`config.mk`:
```
export PLATFORM = sky130hd
export DESIGN_NAME = scan_pause_motor_current
export DESIGN_NICKNAME = d
export VERILOG_FILES = /design/src/hdl/scan_motion_pkg.sv /design/src/hdl/scan_pause_motor_current.sv /design/src/hdl/hold_current_timer.sv
export SDC_FILE = /design/constraint.sdc
export NUM_CORES = 1
export LEC_CHECK = 0
export BUFFER_PORTS_ARGS = -buffer_cell sky130_fd_sc_hd__buf_2
export CAP_MARGIN = 20
export CORE_ASPECT_RATIO = 1.2
export CORE_MARGIN = 4
export CORE_UTILIZATION = 45
export CTS_CLUSTER_DIAMETER = 100
export DETAILED_ROUTE_END_ITERATION = 8
export HOLD_SLACK_MARGIN = 0.02
export PLACE_DENSITY = 0.65
export SLEW_MARGIN = 20
export SYNTH_ARGS = -nofsm -noshare
export SYNTH_HDL_FRONTEND = slang
export SYNTH_SLANG_ARGS = --single-unit
```
`constraint.sdc`:
```
create_clock -name clk -period 3.7 [get_ports clk]
set_input_delay 0.555 -clock clk [delete_from_list [all_inputs] [get_ports clk]]
set_output_delay 0.555 -clock clk [all_outputs]
set_load 0.005 [all_outputs]
```
`src/hdl/scan_motion_pkg.sv`:
```
/*
  Package for the pause/resume line counter and motor current block.
  Holds register offsets, field positions, reset values and the state enum.
  Assumes a plain address/strobe register port with 8-bit data.
*/
package scan_motion_pkg;
  // Register offsets (byte addresses on the plain register port)
  localparam logic [7:0] LINE_COUNTS_OFS    = 8'h53;  // Pause/resume line counts
  localparam logic [7:0] MOTOR_CURRENT_OFS  = 8'h54;  // Kickstart steps, hold timeout
  localparam logic [7:0] REVERSE_STEPS_OFS  = 8'h55;  // Programmed reverse step count
  localparam logic [7:0] MOTION_STATUS_OFS  = 8'h56;  // Live status, read only
  // Field positions of the line count register
  localparam int PAUSE_LINES_LSB   = 0;
  localparam int RESUME_LINES_LSB  = 3;
  // Field positions of the motor current register
  localparam int KICK_STEPS_LSB    = 0;
  localparam int HOLD_TIMEOUT_LSB  = 3;
  // Reset values
  localparam logic [7:0] LINE_COUNTS_RST   = 8'h00;
  localparam logic [7:0] MOTOR_CURRENT_RST = 8'h00;
  localparam logic [7:0] REVERSE_STEPS_RST = 8'h00;
  // Field widths
  localparam int LINE_CNT_W = 3;
  localparam int KICK_W     = 3;
  localparam int HOLD_W     = 5;
  // Hold time unit in clock cycles; base unit comes from outside, plain default
  localparam int HOLD_UNIT_CYCLES = 16;
  // Line flow states
  typedef enum logic [1:0] {
    FLOW_RUN     = 2'b00,
    FLOW_DRAIN   = 2'b01,
    FLOW_PAUSED  = 2'b10,
    FLOW_DISCARD = 2'b11
  } flow_state_e;
endpackage

```
`src/hdl/scan_pause_motor_current.sv`:
```
/*
  Pause/resume line gating and motor current control for the scan motion unit.
  Assumes pauseReq, resumeReq, lineStart, fullStep and stepActive come from
  same-clock logic; registers reached over a plain address/strobe port.
*/
// Decided for this implementation: the strobed register port.
// Function
// Process 0-7 more lines after pause
// Discard 0-7 lines after resume
// Counts apply only when reverse steps zero
// Software sets discard count equal pause count
// Full current for first n full steps
// Hold current 1-31 units, zero none
// Hold count starts at stop, then off
`timescale 1ns/1ns
`default_nettype none
module scan_pause_motor_current
  import scan_motion_pkg::*;
#(
  parameter int UNIT_CYCLES = scan_motion_pkg::HOLD_UNIT_CYCLES
) (
  input  wire logic       clk,
  input  wire logic       nrst,
  input  wire logic [7:0] regAddr,
  input  wire logic [7:0] regWdata,
  input  wire logic       regWr,
  input  wire logic       regRd,
  output logic      [7:0] regRdata,
  input  wire logic       pauseReq,
  input  wire logic       resumeReq,
  input  wire logic       lineStart,
  input  wire logic       fullStepMode,
  input  wire logic       moveStart,
  input  wire logic       fullStep,
  input  wire logic       stepActive,
  output logic            lineProcess,
  output logic            lineDiscard,
  output logic            maxCurrent,
  output logic            holdCurrent
);
  import scan_motion_pkg::*;

  logic [7:0]  lineCounts_reg;   // Pause and resume line counts
  logic [7:0]  motorCurrent_reg; // Kickstart steps and hold timeout
  logic [7:0]  reverseSteps_reg; // Reverse step count
  flow_state_e flow_reg;         // Line flow state
  logic [LINE_CNT_W-1:0] lineCnt_reg;  // Lines left in drain or discard
  logic [KICK_W-1:0]     kickCnt_reg;  // Full steps left at maximum current
  logic                  holdOn;       // Hold timer output

  // Field views
  logic [LINE_CNT_W-1:0] pauseLines;
  logic [LINE_CNT_W-1:0] resumeLines;
  logic [KICK_W-1:0]     kickSteps;
  logic [HOLD_W-1:0]     holdTimeout;
  logic                  countsApply;
  assign pauseLines  = lineCounts_reg[PAUSE_LINES_LSB +: LINE_CNT_W];
  assign resumeLines = lineCounts_reg[RESUME_LINES_LSB +: LINE_CNT_W];
  assign kickSteps   = motorCurrent_reg[KICK_STEPS_LSB +: KICK_W];
  assign holdTimeout = motorCurrent_reg[HOLD_TIMEOUT_LSB +: HOLD_W];
  // Line counts only matter when no reversal is programmed
  assign countsApply = (reverseSteps_reg == 8'h00);

  // Register writes; software keeps the two counts equal
  always_ff @(posedge clk) begin
    if (!nrst) begin
      lineCounts_reg   <= LINE_COUNTS_RST;
      motorCurrent_reg <= MOTOR_CURRENT_RST;
      reverseSteps_reg <= REVERSE_STEPS_RST;
    end else if (regWr) begin
      case (regAddr)
        LINE_COUNTS_OFS:   lineCounts_reg   <= regWdata;
        MOTOR_CURRENT_OFS: motorCurrent_reg <= regWdata;
        REVERSE_STEPS_OFS: reverseSteps_reg <= regWdata;
        default: begin
          // Unmapped writes are dropped
        end
      endcase
    end
  end

  // Read data stand one cycle after the strobe, zero otherwise
  always_ff @(posedge clk) begin
    if (!nrst) begin
      regRdata <= 8'h00;
    end else if (regRd) begin
      case (regAddr)
        LINE_COUNTS_OFS:   regRdata <= lineCounts_reg;
        MOTOR_CURRENT_OFS: regRdata <= motorCurrent_reg;
        REVERSE_STEPS_OFS: regRdata <= reverseSteps_reg;
        MOTION_STATUS_OFS: regRdata <= {1'b0, holdCurrent, maxCurrent, lineCnt_reg, flow_reg};
        default:           regRdata <= 8'h00;
      endcase
    end else begin
      regRdata <= 8'h00;
    end
  end

  // Line flow: drain after pause, discard after resume
  always_ff @(posedge clk) begin
    if (!nrst) begin
      flow_reg    <= FLOW_RUN;
      lineCnt_reg <= '0;
    end else begin
      case (flow_reg)
        FLOW_RUN: begin
          if (pauseReq) begin
            // Without a count (reverse programmed or pause count zero) stop at once
            if (countsApply && pauseLines != '0) begin
              flow_reg    <= FLOW_DRAIN;
              lineCnt_reg <= pauseLines;
            end else begin
              flow_reg    <= FLOW_PAUSED;
            end
          end
        end
        FLOW_DRAIN: begin
          // Each line start uses up one of the extra lines
          if (lineStart) begin
            lineCnt_reg <= lineCnt_reg - 1'b1;
            if (lineCnt_reg == LINE_CNT_W'(1)) begin
              flow_reg <= FLOW_PAUSED;
            end
          end
        end
        FLOW_PAUSED: begin
          if (resumeReq) begin
            if (countsApply && resumeLines != '0) begin
              flow_reg    <= FLOW_DISCARD;
              lineCnt_reg <= resumeLines;
            end else begin
              flow_reg    <= FLOW_RUN;
            end
          end
        end
        FLOW_DISCARD: begin
          if (lineStart) begin
            lineCnt_reg <= lineCnt_reg - 1'b1;
            if (lineCnt_reg == LINE_CNT_W'(1)) begin
              flow_reg <= FLOW_RUN;
            end
          end
        end
        default: begin
          flow_reg <= FLOW_RUN;
        end
      endcase
    end
  end

  // Registered line gates derived from current state, one cycle behind it
  always_ff @(posedge clk) begin
    if (!nrst) begin
      lineProcess <= 1'b0;
      lineDiscard <= 1'b0;
    end else begin
      // Processing while running or draining the extra lines
      lineProcess <= (flow_reg == FLOW_RUN) || (flow_reg == FLOW_DRAIN);
      lineDiscard <= (flow_reg == FLOW_DISCARD);
    end
  end

  // Kickstart: maximum current for first n full steps of a move
  always_ff @(posedge clk) begin
    if (!nrst) begin
      kickCnt_reg <= '0;
      maxCurrent  <= 1'b0;
    end else if (!fullStepMode) begin
      // Leaving full stepping mid-move must drop the boost at once
      maxCurrent  <= 1'b0;
      kickCnt_reg <= '0;
    end else if (moveStart) begin
      kickCnt_reg <= kickSteps;
      maxCurrent  <= (kickSteps != '0);
    end else if (fullStep && kickCnt_reg != '0) begin
      kickCnt_reg <= kickCnt_reg - 1'b1;
      // Drop after the n-th full step is taken
      if (kickCnt_reg == KICK_W'(1)) begin
        maxCurrent <= 1'b0;
      end
    end
  end

  // Hold current timer after the motor stops
  hold_current_timer #(
    .HOLD_W      (HOLD_W),
    .UNIT_CYCLES (UNIT_CYCLES)
  ) u_hold (
    .clk         (clk),
    .nrst        (nrst),
    .stepActive  (stepActive),
    .holdTimeout (holdTimeout),
    .holdOn      (holdOn)
  );

  // Registered copy keeps the output straight from a flip-flop
  always_ff @(posedge clk) begin
    if (!nrst) begin
      holdCurrent <= 1'b0;
    end else begin
      holdCurrent <= holdOn;
    end
  end
endmodule
`default_nettype wire

```
`src/hdl/hold_current_timer.sv`:
```
/*
  Hold current timer: counts time units after stepping stops.
  Assumes stepActive comes from logic on the same clock; the unit tick is counted here.
*/
`timescale 1ns/1ns
`default_nettype none
module hold_current_timer #(
  parameter int HOLD_W     = 5,
  parameter int UNIT_CYCLES = 16
) (
  input  wire logic              clk,
  input  wire logic              nrst,
  input  wire logic              stepActive,
  input  wire logic [HOLD_W-1:0] holdTimeout,
  output logic                   holdOn
);
  localparam int PRE_W = $clog2(UNIT_CYCLES + 1);
  logic [PRE_W-1:0]  prescale_reg;  // Cycles within one time unit
  logic [HOLD_W-1:0] units_reg;     // Time units still to hold
  logic              active_reg;    // Stepping seen last cycle

  // Track stepping and restart the count on its stop
  always_ff @(posedge clk) begin
    if (!nrst) begin
      active_reg   <= 1'b0;
      units_reg    <= '0;
      prescale_reg <= '0;
      holdOn       <= 1'b0;
    end else begin
      active_reg <= stepActive;
      if (stepActive) begin
        // Stepping: run current handled elsewhere, no hold
        holdOn       <= 1'b0;
        units_reg    <= '0;
        prescale_reg <= '0;
      end else if (active_reg) begin
        // Stop edge: load timeout, zero means no hold current
        units_reg    <= holdTimeout;
        prescale_reg <= PRE_W'(UNIT_CYCLES - 1);
        holdOn       <= (holdTimeout != '0);
      end else if (units_reg != '0) begin
        if (prescale_reg == '0) begin
          prescale_reg <= PRE_W'(UNIT_CYCLES - 1);
          units_reg    <= units_reg - 1'b1;
          // Remove winding current when the last unit ends
          if (units_reg == HOLD_W'(1)) begin
            holdOn <= 1'b0;
          end
        end else begin
          prescale_reg <= prescale_reg - 1'b1;
        end
      end
    end
  end
endmodule
`default_nettype wire

```
==> impl_metrics.yaml <==
worst_setup_path:
  crit_required_ns: 3.90
  r2r_slack_ns: 1.71
  worst_r2r_path_depth: 6
  max_stage_delay_ns: 0.61
  slowest_stage: "nor4b_2"
  path_cells: "buf_2, nor4b_2, nand4_1, mux2i_1, nor2_1"
  crit_path_max_fanout: 8
  path_class: "input port to flop"
  worst_r2r_endpoint: "u_hold.holdOn$_SDFFE_PP0P_"
  crit_arrival_ns: 2.22
  start_kind: "input port"
  timing.rr.start: "u_hold.units_reg[0]$_SDFFE_PP0P_"
  cp-end-kind: "flop"
power:
  p_leak_nw: 1.20
  p_per_area_nw_per_um2: 408
  peakVddDrop_v: 0.000260
min_path:
  hold_start: "stepActive"
  worstHoldEndpoint: "u_hold.active_reg$_SDFF_PN0_"
  min_path_type: "input port to flop"
  hold_depth: 2
global_routing:
  antenna_found_initial: 0
  grt_pass1_vias: 2265
  grt_max_degree: 26
  grt_pass1_wl_mm: 10.9
  overflow: 0
  grt_usage_pct: 18.8
place:
  gp_congestion: 0.837
  numPortBuffers: 38
  dp_hpwl_mm: 4.75
clock_tree:
  cts_setup_buffers: 0
  clk_latency_ns: 0.31
  clk_pin_slew_ns: 0.10
  cts_resized: 0
  cts_tree: "done"
  numCtsBuffers: 5
  ctsHoldBuffers: 0
  clk_root_buffer_cell: "clkbuf_8"
  htree_levels: 2
  cts.sinks: 56
  clockBufferDepth: 2
yosys:
  syn_area_per_cell_um2: 8.65
  synth-seq-area-share_pct: 41.7
  async_reset_ff_share_pct: 0
  syn_inst: 311
  synth_cell_types: 48
  synth_edf_count: 0
  ys_warn_count: 0
  synthesis.nets: 346
  ys_seq_elements: 56
  mappedNetlistArea_um2: 2690
  ys.flop_type: "dfxtp_1"
cells_and_area:
  nNetsFinal: 377
  drive_gt1_share_pct: 15.7
  nFillCells: 565
  areaGrowthSynthToFinish_pct: 13.6
  diodes: 0
drt:
  dr.pass1.iters: 4
  drt-initial-drc-count: 136
  vias: 2390
  routed_via_density: 5.65
  routed_wl_mm: 6.53
  wire_per_inst_um: 15.4
  drc_errors: 0
  final_antenna_net_count: 0
die:
  rows: 30
  fp.dieW_um: 78.6
  io-pin-count: 39
  initial_core_util_pct: 46.8
  dieArea_um2: 7280
  core_um2: 5740
  die_h_um: 92.7
sta:
  whs_ns: 0.477
  timing.setup.tns_ns: 0
  drv_slew: 0
  skew_ns: 0.0100
  setup_viol: 0
  fmax_mhz: 495
  worstMarginPinSlew_ns: 0.724
  min_period_ns: 2.02
  hold_violations: 0
  period_share_pct: 54.6
  rsz0062_at_grt: "false"
  maxSlewHeadroom_pct: 51.6
run:
  drv_cap: 0
status:
  status: "finished, final reports clean"
==> placed cells by master, fill, tap and decap left out, drive strengths merged, types with 3 or more instances in the layout <==
cell type,instances
dfxtp,56
buf,39
a21oi,29
nor2,27
nand2,24
nand3,20
mux2i,16
o21ai,16
inv,15
a22o,8
ha,8
clkbuf,7
nor3,6
a31oi,6
nor2b,5
and2,5
a222oi,5
nand4,4
or4,4
and3,3
nor4b,3
==> cells in the mapped netlist, drive strengths merged (3+ instances only) <==
cell type | count | share of area [%]
nand2 | 24 | 3.4
nor2b | 5 | 1.2
and3 | 3 | 0.70
mux2i | 16 | 6.0
clkbuf | 12 | 1.7
and2 | 5 | 1.2
a21oi | 29 | 5.8
dfxtp | 56 | 42
nand3 | 20 | 3.7
ha | 8 | 3.7
nor2 | 27 | 3.8
nand4 | 4 | 0.93
buf | 3 | 0.47
nor3 | 6 | 1.1
a222oi | 5 | 1.9
nor4b | 3 | 1.4
a22o | 8 | 2.6
or4 | 4 | 1.4
o21ai | 16 | 3.0
a31oi | 6 | 1.4
inv | 15 | 2.1
==> layer usage <==
layer | vias to the layer above | GRT usage (%) | share of wire (%)
met3 | 13 | 4.77 | 5.3
li1 | 1200 | - | -
met5 | - | 0 | 0
met2 | 63 | 29.7 | 46
met4 | 0 | 6.71 | 1.6
met1 | 1114 | 24.6 | 47
==> per-stage QoR <==
stage                     cells  worst slack (ns)  area [um2]  power [mW]  util (%)
final                       423              1.68        3060        1.25      53.2
after detailed placement    415              1.39        2930       0.820      51.0
after floorplan             311              1.81        2690       0.771         -
after global routing        423              1.57        3060        1.30      53.2
after CTS                   423              1.70        3060        1.26      53.2
after global placement      415              1.40        2930       0.818      51.0
==> power by group <==
part	internal, mW	leakage (nW)	switching [mW]
Clock	0.239	0.0645	0.200
Combinational	0.0711	0.683	0.0917
Sequential	0.619	0.453	0.0262
==> worst max path at each step <==
stage / start / endpoint
after floorplan: regAddr[3] / lineCounts_reg[0]$_SDFFE_PN0P_
after global placement: regAddr[3] / lineCounts_reg[6]$_SDFFE_PN0P_
after detailed placement: regAddr[3] / lineCounts_reg[0]$_SDFFE_PN0P_
after CTS: regAddr[3] / lineCounts_reg[0]$_SDFFE_PN0P_
after global routing: regAddr[3] / lineCounts_reg[0]$_SDFFE_PN0P_
final: regAddr[3] / lineCounts_reg[0]$_SDFFE_PN0P_
==> logic make-up (layout without fill, tap and decap cells) <==
logic type      after synthesis  count (layout)  share of synthesized area [%]
compound gates               81              81                           20.0
flops                        56              56                           41.7
buf+inv                      31              63                           4.37
simple gates                113             113                           22.1
xor+xnor                      4               4                           1.30
fa+ha+maj                     8               8                           3.72
mux                          18              18                           6.79
==> critical path, delay by kind of cell <==
family | cells | cell delay, ns
AND/OR/NAND/NOR | 3 | 1.25
multiplexers | 1 | 0.32
buffers and inverters | 1 | 0.10
==> cell type report <==
type,instances,area (um2),area share (%)
multi-input combinational,224,1450,47.5
sequential,56,1120,36.7
timing repair buffer,39,198,6.47
tap,80,100,3.28
clock buffer,7,96.3,3.15
inverter,16,60.1,1.97
clock inverter,1,30.0,0.983
No activity file was read; power rests on OpenSTA's default activity.
